**src/rtl/phy_cmd_defs.svh**
```systemverilog
// Purpose: offsets, field positions and timing for the custom PHY writer
// Assumes: register indices are word indices; byte address is index * 4
// Notes: definitions only
`ifndef PHY_CMD_DEFS_SVH
`define PHY_CMD_DEFS_SVH
`define IDX_CTRL_G0 10'h28b
`define IDX_CTRL_G1 10'h28c
`define IDX_CTRL_G2 10'h28d
`define IDX_CTRL_G3 10'h28e
`define IDX_DATA_BASE 10'h28f
`define IDX_DATA_LAST 10'h296
`define IDX_ENABLE 10'h297
`define IDX_RUN 10'h298
`define RESET_WORD 16'h0000
`define ODD_SEL_LSB 13
`define ODD_REG_LSB 8
`define EVEN_SEL_LSB 5
`define EVEN_REG_LSB 0
`define EN_ALL_BIT 2
`define RUN_START_BIT 0
`define RUN_BUSY_BIT 1
`define RUN_DONE_BIT 2
`define RUN_LINE_BIT 3
`define PHY_BASE_G0 5'h08
`define PHY_BASE_G1 5'h10
`define PHY_BASE_G2 5'h18
`define PHY_BASE_G3 5'h06
`define LAST_PORT_WIDE 3'h7
`define LAST_PORT_G3 3'h1
`define LAST_CMD 3'h7
`define CLK_PERIOD_NS 25
`define MDC_MIN_PERIOD_NS 400
`define MDC_HALF_NS (`MDC_MIN_PERIOD_NS / 2)
`define MDC_HALF_CYC ((`MDC_HALF_NS + `CLK_PERIOD_NS - 1) / `CLK_PERIOD_NS)
`define MDIO_PREAMBLE 32'hffffffff
`define MDIO_START 2'h1
`define MDIO_OP_WRITE 2'h1
`define MDIO_TURN 2'h2
`define FRAME_LAST_BIT 6'h3f
`endif

```
**src/rtl/phy_cmd_pkg.sv**
```systemverilog
// Purpose: shared types of the custom PHY writer
// Assumes: nothing
// Notes: states are binary coded
`default_nettype none
package phy_cmd_pkg;
  typedef enum logic [1:0] {
    SEQ_IDLE = 2'h0,
    SEQ_CHECK = 2'h1,
    SEQ_SEND = 2'h2,
    SEQ_WAIT = 2'h3
  } seq_state_e;
endpackage
`default_nettype wire

```
**src/rtl/mdio_req_if.sv**
```systemverilog
// Purpose: carries one management write request and its completion
// Assumes: req is a one-cycle pulse, only while busy is low
// Notes: done is a one-cycle pulse at the end of the frame
`default_nettype none
interface mdio_req_if;
  logic req;
  logic [4:0] phy_addr;
  logic [4:0] reg_addr;
  logic [15:0] wdata;
  logic busy;
  logic done;
  modport requester (output req, phy_addr, reg_addr, wdata,
    input busy, done);
  modport writer (input req, phy_addr, reg_addr, wdata,
    output busy, done);
endinterface
`default_nettype wire

```
**src/rtl/cmd_data_mem.sv**
```systemverilog
// Purpose: data words of the eight commands, one write and two read ports
// Assumes: read data appear one cycle after the address
// Notes: every word resets to zero
`default_nettype none
`include "phy_cmd_defs.svh"
module cmd_data_mem (
  input wire logic clk,
  input wire logic nrst,
  input wire logic we,
  input wire logic [2:0] waddr,
  input wire logic [15:0] wdata,
  input wire logic [2:0] a_addr,
  output logic [15:0] a_rdata,
  input wire logic [2:0] b_addr,
  output logic [15:0] b_rdata
);
  logic [15:0] mem [8];
  genvar e;
  generate
    for (e = 0; e < 8; e++) begin : g_word
      always_ff @(posedge clk or negedge nrst) begin
        if (!nrst) begin
          mem[e] <= `RESET_WORD;
        end else if (we && waddr == 3'(e)) begin
          mem[e] <= wdata;
        end
      end
    end
  endgenerate
  always_ff @(posedge clk or negedge nrst) begin
    if (!nrst) begin
      a_rdata <= `RESET_WORD;
      b_rdata <= `RESET_WORD;
    end else begin
      a_rdata <= mem[a_addr];
      b_rdata <= mem[b_addr];
    end
  end
endmodule
`default_nettype wire

```
**src/rtl/mdio_frame_writer.sv**
```systemverilog
// Purpose: sends one clause 22 write frame per request
// Assumes: mdc low at rest; data change after the falling mdc edge
// Notes: write only, so the line is driven for the whole frame
`default_nettype none
`include "phy_cmd_defs.svh"
module mdio_frame_writer (
  input wire logic clk,
  input wire logic nrst,
  mdio_req_if.writer mreq,
  output logic mdc,
  output logic mdio_out,
  output logic mdio_oe
);
  localparam logic [3:0] HALF_M1 = 4'(`MDC_HALF_CYC - 1);
  logic [63:0] frame;
  logic [5:0] bit_cnt;
  logic [3:0] div;
  logic active;
  logic done_q;
  logic half_tick;
  assign half_tick = active && div == HALF_M1;
  assign mreq.busy = active;
  assign mreq.done = done_q;

  always_ff @(posedge clk or negedge nrst) begin
    if (!nrst) begin
      div <= 4'h0;
    end else if (!active || half_tick) begin
      div <= 4'h0;
    end else begin
      div <= div + 4'h1;
    end
  end

  always_ff @(posedge clk or negedge nrst) begin
    if (!nrst) begin
      active <= 1'h0;
      mdc <= 1'h0;
      mdio_out <= 1'h0;
      mdio_oe <= 1'h0;
      frame <= 64'h0;
      bit_cnt <= 6'h0;
      done_q <= 1'h0;
    end else begin
      done_q <= 1'h0;
      if (!active) begin
        if (mreq.req) begin
          active <= 1'h1;
          frame <= {`MDIO_PREAMBLE, `MDIO_START, `MDIO_OP_WRITE,
            mreq.phy_addr, mreq.reg_addr, `MDIO_TURN, mreq.wdata};
          mdio_out <= 1'h1;
          mdio_oe <= 1'h1;
          bit_cnt <= `FRAME_LAST_BIT;
          mdc <= 1'h0;
        end
      end else if (half_tick) begin
        mdc <= !mdc;
        // shift only after the falling edge so the phy samples stable data
        if (mdc) begin
          if (bit_cnt == 6'h0) begin
            active <= 1'h0;
            mdio_oe <= 1'h0;
            mdio_out <= 1'h0;
            done_q <= 1'h1;
          end else begin
            bit_cnt <= bit_cnt - 6'h1;
            frame <= {frame[62:0], 1'h0};
            mdio_out <= frame[62];
          end
        end
      end
    end
  end
endmodule
`default_nettype wire

```
**src/rtl/custom_phy_command_writer.sv**
```systemverilog
// Purpose: issue up to eight user-defined PHY write commands, each to one port or to its whole group
// Assumes: single clock; registers on Avalon-MM with waitrequest
// Notes: byte address = register index * 4; data in bits 15:0
// What this block does
// - eight extra PHY write commands, two owned by each of four groups
// - groups: ports 0-7, 8-15, 16-23, and ports 24-25
// - each group has a three-bit enable field steering its two commands
// - every command has target selector, PHY register address and data
// - group 0 enable 010/011: command 1 to port in 15:13, PHY 0x8+n
// - group 0 enable 001/011: command 0 to port in 7:5, PHY 0x8+n
// - group 0 word: command 1 register at 12:8, command 0 at 4:0
// - group 1 enable 010/011: command 3 to port in 15:13, PHY 0x10+n
// - group 1 enable 001/011: command 2 to port in 7:5, PHY 0x10+n
// - group 1 word: command 3 register at 12:8, command 2 at 4:0
// - enable x00 nothing, 001/010 one to selected, 1xx sends each enabled command to whole group
// - group 3 selector bit: clear port 24 PHY 0x6, set port 25 PHY 0x7
//
// Implementation choice: register access over Avalon-MM.
`default_nettype none
`include "phy_cmd_defs.svh"
module custom_phy_command_writer (
  input wire logic clk,
  input wire logic nrst,
  input wire logic [11:0] avs_address,
  input wire logic avs_read,
  input wire logic avs_write,
  input wire logic [31:0] avs_writedata,
  input wire logic [3:0] avs_byteenable,
  output logic [31:0] avs_readdata,
  output logic avs_waitrequest,
  input wire logic mdio_in,
  output logic mdc,
  output logic mdio_out,
  output logic mdio_oe
);
  logic [1:0] bus_phase;
  logic bus_req;
  logic wr_take;
  logic [9:0] idx;
  logic [9:0] data_diff;
  logic is_data;
  logic [15:0] next_rdata;
  logic [15:0] run_status;
  logic [15:0] ctrl [4];
  logic [11:0] cmd_enable;
  logic [15:0] en_merged;
  logic [2:0] grp_en_a [4];
  logic [15:0] mem_a_rdata;
  logic [15:0] mem_b_rdata;
  logic [15:0] mem_wdata;
  logic mem_we;
  logic start_pulse;
  logic run_done;
  logic mdio_sync1;
  logic mdio_sync2;
  phy_cmd_pkg::seq_state_e state;
  logic [2:0] cmd_idx;
  logic [2:0] port_idx;
  logic [1:0] grp;
  logic odd;
  logic [15:0] ctrl_word;
  logic [2:0] en_field;
  logic cmd_on;
  logic bcast;
  logic [2:0] sel;
  logic [4:0] reg_sel;
  logic [2:0] last_port;
  logic [4:0] base;
  logic [2:0] target;
  logic [4:0] phy_sel;
  logic more_ports;
  logic advance_cmd;
  logic finishing;

  mdio_req_if mreq ();

  function automatic logic [15:0] merge16(input logic [15:0] old,
      input logic [31:0] wd, input logic [3:0] be);
    merge16 = old;
    if (be[0]) merge16[7:0] = wd[7:0];
    if (be[1]) merge16[15:8] = wd[15:8];
  endfunction

  // bus access: phase 0 sees request, phase 1 loads read data,
  // phase 2 drops waitrequest and commits a write
  assign bus_req = avs_read | avs_write;
  assign idx = avs_address[11:2];
  assign wr_take = bus_phase == 2'h2 && avs_write;
  assign data_diff = idx - `IDX_DATA_BASE;
  assign is_data = idx >= `IDX_DATA_BASE && idx <= `IDX_DATA_LAST;
  assign mem_we = wr_take && is_data;
  assign mem_wdata = merge16(mem_a_rdata, avs_writedata, avs_byteenable);
  assign en_merged = merge16({4'h0, cmd_enable}, avs_writedata,
    avs_byteenable);
  assign start_pulse = wr_take && idx == `IDX_RUN && avs_byteenable[0] &&
    avs_writedata[`RUN_START_BIT];

  always_ff @(posedge clk or negedge nrst) begin
    if (!nrst) begin
      bus_phase <= 2'h0;
    end else if (bus_phase == 2'h2) begin
      bus_phase <= 2'h0;
    end else if (bus_req) begin
      bus_phase <= bus_phase + 2'h1;
    end
  end

  always_ff @(posedge clk or negedge nrst) begin
    if (!nrst) begin
      avs_waitrequest <= 1'h1;
    end else begin
      avs_waitrequest <= !(bus_phase == 2'h1 && bus_req);
    end
  end

  always_ff @(posedge clk or negedge nrst) begin
    if (!nrst) begin
      avs_readdata <= 32'h0;
    end else if (bus_phase == 2'h1) begin
      avs_readdata <= {16'h0000, next_rdata};
    end
  end

  always_comb begin
    run_status = `RESET_WORD;
    run_status[`RUN_BUSY_BIT] = state != phy_cmd_pkg::SEQ_IDLE;
    run_status[`RUN_DONE_BIT] = run_done;
    run_status[`RUN_LINE_BIT] = mdio_sync2;
  end

  // unmapped indices read as zero and ignore writes
  always_comb begin
    next_rdata = `RESET_WORD;
    if (is_data) begin
      next_rdata = mem_a_rdata;
    end else begin
      case (idx)
        `IDX_CTRL_G0: next_rdata = ctrl[0];
        `IDX_CTRL_G1: next_rdata = ctrl[1];
        `IDX_CTRL_G2: next_rdata = ctrl[2];
        `IDX_CTRL_G3: next_rdata = ctrl[3];
        `IDX_ENABLE: next_rdata = {4'h0, cmd_enable};
        `IDX_RUN: next_rdata = run_status;
        default: next_rdata = `RESET_WORD;
      endcase
    end
  end

  genvar g;
  generate
    for (g = 0; g < 4; g++) begin : g_group
      localparam logic [9:0] MY_IDX = `IDX_CTRL_G0 + 10'(g);
      always_ff @(posedge clk or negedge nrst) begin
        if (!nrst) begin
          ctrl[g] <= `RESET_WORD;
        end else if (wr_take && idx == MY_IDX) begin
          ctrl[g] <= merge16(ctrl[g], avs_writedata, avs_byteenable);
        end
      end
      assign grp_en_a[g] = cmd_enable[3*g +: 3];
    end
  endgenerate

  always_ff @(posedge clk or negedge nrst) begin
    if (!nrst) begin
      cmd_enable <= 12'h000;
    end else if (wr_take && idx == `IDX_ENABLE) begin
      cmd_enable <= en_merged[11:0];
    end
  end

  cmd_data_mem u_data (
    .clk(clk),
    .nrst(nrst),
    .we(mem_we),
    .waddr(data_diff[2:0]),
    .wdata(mem_wdata),
    .a_addr(data_diff[2:0]),
    .a_rdata(mem_a_rdata),
    .b_addr(cmd_idx),
    .b_rdata(mem_b_rdata)
  );

  always_ff @(posedge clk or negedge nrst) begin
    if (!nrst) begin
      mdio_sync1 <= 1'h0;
      mdio_sync2 <= 1'h0;
    end else begin
      mdio_sync1 <= mdio_in;
      mdio_sync2 <= mdio_sync1;
    end
  end

  // command decode: cmd_idx[2:1] is the group, cmd_idx[0] picks its pair
  always_comb begin
    grp = cmd_idx[2:1];
    odd = cmd_idx[0];
    ctrl_word = ctrl[grp];
    en_field = grp_en_a[grp];
    cmd_on = en_field[odd];
    bcast = en_field[`EN_ALL_BIT];
    sel = odd ? ctrl_word[`ODD_SEL_LSB +: 3] :
      ctrl_word[`EVEN_SEL_LSB +: 3];
    reg_sel = odd ? ctrl_word[`ODD_REG_LSB +: 5] :
      ctrl_word[`EVEN_REG_LSB +: 5];
    last_port = `LAST_PORT_WIDE;
    base = `PHY_BASE_G0;
    case (grp)
      2'h0: base = `PHY_BASE_G0;
      2'h1: base = `PHY_BASE_G1;
      2'h2: base = `PHY_BASE_G2;
      2'h3: begin
        base = `PHY_BASE_G3;
        sel = {2'h0, sel[0]};
        last_port = `LAST_PORT_G3;
      end
    endcase
    target = bcast ? port_idx : sel;
    phy_sel = base + {2'h0, target};
  end

  assign more_ports = bcast && port_idx != last_port;
  assign advance_cmd = (state == phy_cmd_pkg::SEQ_CHECK && !cmd_on) ||
    (state == phy_cmd_pkg::SEQ_WAIT && mreq.done && !more_ports);
  assign finishing = advance_cmd && cmd_idx == `LAST_CMD;

  // a start while already running is ignored; walk is strictly ascending
  always_ff @(posedge clk or negedge nrst) begin
    if (!nrst) begin
      state <= phy_cmd_pkg::SEQ_IDLE;
      cmd_idx <= 3'h0;
      port_idx <= 3'h0;
    end else begin
      unique case (state)
        phy_cmd_pkg::SEQ_IDLE: begin
          if (start_pulse) begin
            state <= phy_cmd_pkg::SEQ_CHECK;
            cmd_idx <= 3'h0;
            port_idx <= 3'h0;
          end
        end
        phy_cmd_pkg::SEQ_CHECK: begin
          if (cmd_on) begin
            state <= phy_cmd_pkg::SEQ_SEND;
          end else if (finishing) begin
            state <= phy_cmd_pkg::SEQ_IDLE;
          end else begin
            cmd_idx <= cmd_idx + 3'h1;
          end
        end
        phy_cmd_pkg::SEQ_SEND: begin
          state <= phy_cmd_pkg::SEQ_WAIT;
        end
        phy_cmd_pkg::SEQ_WAIT: begin
          if (mreq.done) begin
            if (more_ports) begin
              port_idx <= port_idx + 3'h1;
              state <= phy_cmd_pkg::SEQ_SEND;
            end else if (finishing) begin
              state <= phy_cmd_pkg::SEQ_IDLE;
            end else begin
              cmd_idx <= cmd_idx + 3'h1;
              port_idx <= 3'h0;
              state <= phy_cmd_pkg::SEQ_CHECK;
            end
          end
        end
      endcase
    end
  end

  // hardware set outranks the software clear
  always_ff @(posedge clk or negedge nrst) begin
    if (!nrst) begin
      run_done <= 1'h0;
    end else if (finishing) begin
      run_done <= 1'h1;
    end else if (start_pulse && state == phy_cmd_pkg::SEQ_IDLE) begin
      run_done <= 1'h0;
    end
  end

  always_ff @(posedge clk or negedge nrst) begin
    if (!nrst) begin
      mreq.req <= 1'h0;
      mreq.phy_addr <= 5'h00;
      mreq.reg_addr <= 5'h00;
      mreq.wdata <= `RESET_WORD;
    end else begin
      mreq.req <= state == phy_cmd_pkg::SEQ_SEND;
      if (state == phy_cmd_pkg::SEQ_SEND) begin
        mreq.phy_addr <= phy_sel;
        mreq.reg_addr <= reg_sel;
        mreq.wdata <= mem_b_rdata;
      end
    end
  end

  mdio_frame_writer u_mdio (
    .clk(clk),
    .nrst(nrst),
    .mreq(mreq.writer),
    .mdc(mdc),
    .mdio_out(mdio_out),
    .mdio_oe(mdio_oe)
  );
endmodule
`default_nettype wire

```
**config.mk**
```make
export PLATFORM = sky130hd
export DESIGN_NAME = custom_phy_command_writer
export DESIGN_NICKNAME = d
export VERILOG_FILES = /design/src/rtl/phy_cmd_pkg.sv /design/src/rtl/mdio_req_if.sv /design/src/rtl/cmd_data_mem.sv /design/src/rtl/mdio_frame_writer.sv /design/src/rtl/custom_phy_command_writer.sv
export VERILOG_INCLUDE_DIRS = /design/src /design/src/rtl
export SDC_FILE = /design/constraint.sdc
export NUM_CORES = 1
export LEC_CHECK = 0
export BUFFER_PORTS_ARGS = -buffer_cell sky130_fd_sc_hd__buf_2
export CAP_MARGIN = 15
export CORE_ASPECT_RATIO = 0.7
export CORE_UTILIZATION = 67
export DETAILED_ROUTE_END_ITERATION = 7
export HOLD_SLACK_MARGIN = 0.12
export MAX_ROUTING_LAYER = met4
export PLACE_DENSITY = 0.93
export SYNTH_ARGS = -nofsm -noshare
export SYNTH_HDL_FRONTEND = slang
export SYNTH_HIERARCHICAL = 1
export SYNTH_SLANG_ARGS = --single-unit
```
**constraint.sdc**
```tcl
create_clock -name clk -period 5.4 [get_ports clk]
set_input_delay 1.08 -clock clk [delete_from_list [all_inputs] [get_ports clk]]
set_output_delay 1.08 -clock clk [all_outputs]
set_load 0.02 [all_outputs]
```
## After elaboration in Yosys (flattened, before gate mapping)

Cells that the tools add are included.

| cells by class | value |
|---|---|
| $add $sub $neg | 7 |
| multipliers | 0 |
| div/mod/pow operators | 0 |
| magnitude comparators | 6 |
| equality and inequality tests | 34 |
| shifts and indexed selects | 0 |
| muxes and demuxes | 77 |
| bitwise logic cells | 4 |
| reductions and logical operators | 61 |

Operators with widths:

| cell | number |
|---|---|
| $mux W63 | 5 |
| $mux W16 | 7 |
| $bmux W16 S3 | 2 |
| $pmux W16 S6 | 1 |
| $eq A10 B10 Y1 const B | 6 |
| $mux W3 | 14 |
| $bmux W16 S2 | 1 |
| $mux W6 | 5 |
| $logic_and A1 B1 Y1 | 27 |
| $mux W1 | 26 |
| $reduce_and A2 Y1 | 11 |
| $pmux W5 S4 | 1 |
| $mux W8 | 2 |
| $eq A3 B3 Y1 const B | 5 |
| $mux W2 | 7 |
| $ne A2 B2 Y1 const B | 6 |
| $reduce_and A4 Y1 | 3 |
| $eq A2 B2 Y1 const B | 5 |
| $ge A10 B10 Y1 const B | 1 |
| $le A10 B10 Y1 const B | 1 |
| $reduce_bool A2 Y1 | 5 |
| $pmux W3 S3 | 1 |
| $ge A4 B4 Y1 const B | 2 |
| $not A3 Y4 | 2 |
| other kinds (30) | 43 |

| word-level totals | value |
|---|---|
| register bits after elaboration | 371 |
| bits in latches | 0 |
| RAM bits | 0 |
| ROM bits | 0 |
| input port bits | 53 |
| output and inout bits | 36 |
| word-level logic and storage cells | 230 |
| memories | 0 |

## Longest topological paths before layout

| depth | value |
|---|---|
| depth in word-level cells | 14 |
| gate-level depth with buffers | 11 |
| gate-level depth less buffers | 8 |

## By module

The synthesis kept the hierarchy.

Modules (own cells, without submodules):

| module | instances | cells an instance | area an instance (µm²) | seq. area each (µm²) |
|---|---|---|---|---|
| cmd_data_mem | 1 | 425 | 7801.2 | 4003.8 |
| custom_phy_command_writer | 1 | 646 | 7133.1 | 3329.4 |
| mdio_frame_writer | 1 | 349 | 3978.8 | 1951.9 |

## Least setup slack after synthesis

No wires, ideal clock.

| path | value |
|---|---|
| kind | in2reg |
| start point | in avs_address[2] |
| end point | reg u_data/mem[101] in the netlist's numbering |
| arrival | 3264 ps |
| data required time | 5275 ps |
| setup slack | 2011 ps |
| stages | 11 |
| buffers on the path | 3 |
| path through | inv_1 -> ha_1 -> and3b_1 -> o22ai_1 -> nand2_1 -> nor3_1 -> buf_4 -> nor4bb_1 -> buf_2 -> buf_4 -> mux2_2 |

| between the ends | value |
|---|---|
| longest elaborated chain between the ends | 4 |
| elaborated cells on any way between the ends | 7 |

Ends and longest elaborated chain:

| item | RTL line | source |
|---|---|---|
| start, declared | custom_phy_command_writer.sv:24 | `input wire logic [11:0] avs_address,` |
| $ge A10 B10 Y1 (no line) or $le A10 B10 Y1 (tied branches) | - |  |
| $logic_and A1 B1 Y1 (no line) * | - |  |
| $logic_and A1 B1 Y1 * | custom_phy_command_writer.sv:91 | `assign mem_we = wr_take && is_data;` |
| via mem_we | custom_phy_command_writer.sv:51 | `logic mem_we;` |
| $logic_and A1 B1 Y1 * | cmd_data_mem.sv:24 | `end else if (we && waddr == 3'(e)) begin` |
| end signal, assigned by index | cmd_data_mem.sv:23 | `` mem[e] <= `RESET_WORD; `` |
| end signal, assigned by index | cmd_data_mem.sv:25 | `mem[e] <= wdata;` |
| end, declared | cmd_data_mem.sv:17 | `logic [15:0] mem [8];` |

The timed path passes the listed nets; every way through them passes the cells marked *.
A chain may end at the register's enable or synchronous reset.

## Worst setup path after layout

| path | value |
|---|---|
| start point | in avs_address[2] |
| end point | reg u_data/mem[47] in the netlist's numbering |

| between the ends | value |
|---|---|
| elaborated cells on any way between the ends | 7 |

RTL lines:

| item | RTL line | source |
|---|---|---|
| $sub A3 B3 Y3 (no line) | - |  |
| via data_diff[0] | custom_phy_command_writer.sv:40 | `logic [9:0] data_diff;` |
| $eq A3 B3 Y1 | cmd_data_mem.sv:24 |  |
| $logic_and A1 B1 Y1 | cmd_data_mem.sv:24 |  |

The timed path passes the listed nets, and every way through them passes these cells.

==> impl_metrics.tcl <==
set metrics [dict create \
    status "finished with violations" \
    failed_checks "design-rule violations" \
    grt_pass1_vias 13300 \
    port_buffers 52 \
    synth_cells 1420 \
    crit_type "primary input to flip-flop" \
    final.setup.tns_ns 0 \
    synth-edff-count 0 \
    synth_area_per_cell_sq_um 13.3 \
    power.leakage_nw 10.5 \
    grt_start_max_net_pins 121 \
    vias_per_cell 7.12 \
    antenna_found_initial 4 \
    cts_resized 0 \
    final_cell_mix "367 x dfrtp_1, 258 x mux2_2, 118 x nand2_1" \
    die_h_microns 143 \
    cpPeakStageDelay_ns 0.70 \
    hp-class "flip-flop to flip-flop" \
    die_w_microns 203 \
    ys_async_sr_fraction_pct 100 \
    crit_slowest_cell "nand4b_2" \
    post-route-period-util_pct 72.9 \
    yosysWarnings 6 \
    layout_commonest_cell "dfrtp_1" \
    drt_iter0_drc 1677 \
    gr-total-overflow 0 \
    vias 13100 \
    mappedNetlistArea_sq_um 18900 \
    grt_first_pass_wirelength_mm 75.2 \
    switching_share_pct 26.4 \
    cp_common_cell "buf_4" \
    post-synth-top-area-fraction_pct 49.0 \
    ys_types 74 \
    drt-total-wl_mm 48.5 \
    gp_congestion 0.986 \
    p_per_area_nw_per_um2 294 \
    drtPass1Iterations 8 \
    cts_tree "built" \
    nNetsFinal 1504 \
    crit_chain "buf_2, inv_2, ha_1, buf_4, and3b_1, o22ai_1, nand2_1, nor3_1, buf_4, nand4b_2, mux2_2" \
    grtUsageTotal_pct 35.5 \
    switchingPower_mw 1.59 \
    drive_gt1_share_pct 33.4 \
    cp-end-kind "flip-flop" \
    n_fill_cell 1606 \
    core_area_sq_um 27800 \
    multiInputGateArea_sq_um 8930 \
    period_minus_slack_ns 3.94 \
    post_drt_wl_per_cell_microns 26.5 \
    hpwl_mm 30.1 \
    cts-root-buf "clkbuf_16" \
    clkSinkCount 371 \
    cts_hold_buf 0 \
    path_delay_family "simple AND/OR/NAND/NOR gates" \
    io_pins 89 \
    drc 3 \
    cap_viol_max_count 0 \
    ys.flop_type "dfrtp_1" \
    startpoint_type "primary input" \
    start_util_pct 68.1 \
    seq_area_sq_um 9290 \
    cts_setup_buffers 0 \
    slew_headroom_pct 30.0 \
    finalHoldViolations 0 \
    synth.area.top_cells "dfrtp_1 49%, mux2_2 15%, mux4_1 7.8%, mux4_2 3.0%, nand2_1 2.3%" \
    ys_seq_elements 371 \
    die_area_sq_um 28900 \
    yosysTopAreaCell "dfrtp_1" \
    fmax_ghz 0.254 \
    rsz0062_at_grt "false" \
    finalMaxSlewViolations 0 \
    peakVddDrop_uv 366 \
    hold_slack_ns 0.408 \
    setup_violations 0 \
    fin_worst_skew_ns 0.0320 \
    p_int_mw 4.43 \
    arrival_ns 4.36 \
    worstPathMaxFanout 20 \
    rows 51 \
    tightest_slew_ns 1.05 \
    cts.htree.levels 2 \
    p_comb_share_pct 10.1 \
    area_delta_synth_final_pct 8.27 \
    cp.required_ns 5.82 \
    power_frac_seq_pct 48.8 \
    critPathBufInv 4 \
    pwr-share-clk_pct 41.1 \
    ys_seq_area_share_pct 49.1 \
    clkSlewWorstSetupHoldPaths_ns 0.07 \
    utilization_pct 73.8 \
    cts_buffer_depth 3 \
    ant_nets 0 \
    cts_buffers 35 \
    clk_latency_ns 0.55 \
]
[cell type report]
| class | instances | area share, % |
|---|---|---|
| diodes | 4 | 0.0489 |
| clock buffers | 49 | 4.88 |
| clock inverters | 11 | 0.617 |
| inverters | 31 | 0.568 |
| multi-input cells | 913 | 43.6 |
| flip-flops and latches | 371 | 45.4 |
| well taps | 371 | 2.27 |
| repair buffers | 83 | 2.65 |
[cells by family after synthesis]
| family | count (synthesis) | share of synthesized area, % |
|---|---|---|
| DFF | 371 | 49.1 |
| other | 1 | 0.0198 |
| xor gates and xnor gates | 5 | 0.232 |
| adders and majority gates | 16 | 1.10 |
| AOI/OAI and AO/OA | 185 | 7.59 |
| muxes | 390 | 29.2 |
| and+or+nand+nor | 301 | 8.49 |
| buffers and inverters | 151 | 4.26 |
[through the flow]
step	instances	setup slack [ns]	power (mW)	instance area [sq um]
final	1833	1.46	6.02	20500
after global routing	1833	1.39	6.19	20500
after CTS	1827	1.58	6.03	20400
after detailed placement	1767	1.04	3.56	19300
after global placement	1767	1.12	3.52	19300
after floorplan	1435	2.01	3.30	19000
[cell usage after synthesis (4+ instances only)]
cell and n:
mux2_4 15, ha_1 15, nor2_1 62, o22ai_1 7, a222oi_1 16, and3_1 4, a21oi_1 41, nand3_1 27
nand4b_2 4, and2_1 5, clkbuf_1 44, mux4_1 56, o221a_2 25, buf_1 10, a221oi_1 4, nand2b_1 7
o2bb2ai_1 4, a221o_1 25, mux2_2 258, buf_6 15, and3b_1 29, nand2_1 118, dfrtp_1 370, buf_4 25
buf_2 24, mux2i_1 36, inv_1 30, o21ai_0 30, nor2b_1 4, mux4_2 25, nor3_1 6
[power groups by stage]
| stage | sequential (mW) | combinational [mW] | clock (mW) |
|---|---|---|---|
| final | 2.94 | 0.611 | 2.47 |
| after floorplan | 3.02 | 0.273 | 0 |
| after CTS | 2.93 | 0.596 | 2.50 |
| after global routing | 2.94 | 0.640 | 2.61 |
| after global placement | 2.98 | 0.547 | 0 |
| after detailed placement | 2.98 | 0.578 | 0 |
[sequential cells by signal, summed over array words and instances, names as in the netlist, 3 cells and up]
name and flops:
mreq.wdata 16, ctrl 64, mreq.phy_addr 5, mreq.reg_addr 5, u_mdio/div 4, avs_readdata 16, u_data/mem 128, u_data/b_rdata 16
cmd_enable 12, cmd_idx 3, u_mdio/frame 63, u_mdio/bit_cnt 6, port_idx 3, u_data/a_rdata 16
[routing by layer]
| metal | track usage [%] | share of wire (%) |
|---|---|---|
| met5 | - | 0 |
| met1 | 45.4 | 38 |
| met3 | 8.33 | 11 |
| met4 | 16.7 | 4.9 |
| met2 | 54.2 | 46 |
[path summary, 6_finish.rpt]
check	from	endpoint	slack, ns	cells after the start
max	avs_address[2]	u_data/mem[47]	1.46	11
min	mdio_sync1	mdio_sync2	0.41	0
max reg2reg	cmd_idx[1]	mreq.phy_addr[3]	2.18	7
min reg2reg	mdio_sync1	mdio_sync2	0.41	0
max in group asynchronous	nrst	cmd_idx[1]	3.44	2
min in group asynchronous	nrst	u_mdio/div[0]	0.55	1
[worst reg2reg max path, stage by stage (launching register included)]
cell,delay [ns]
dfrtp_2,1.02
mux4_2,0.67
mux2_2,0.35
a22o_1,0.20
ha_1,0.20
fa_1,0.37
xor2_1,0.19
o21ai_0,0.09
(Power assumes the default switching activity.)
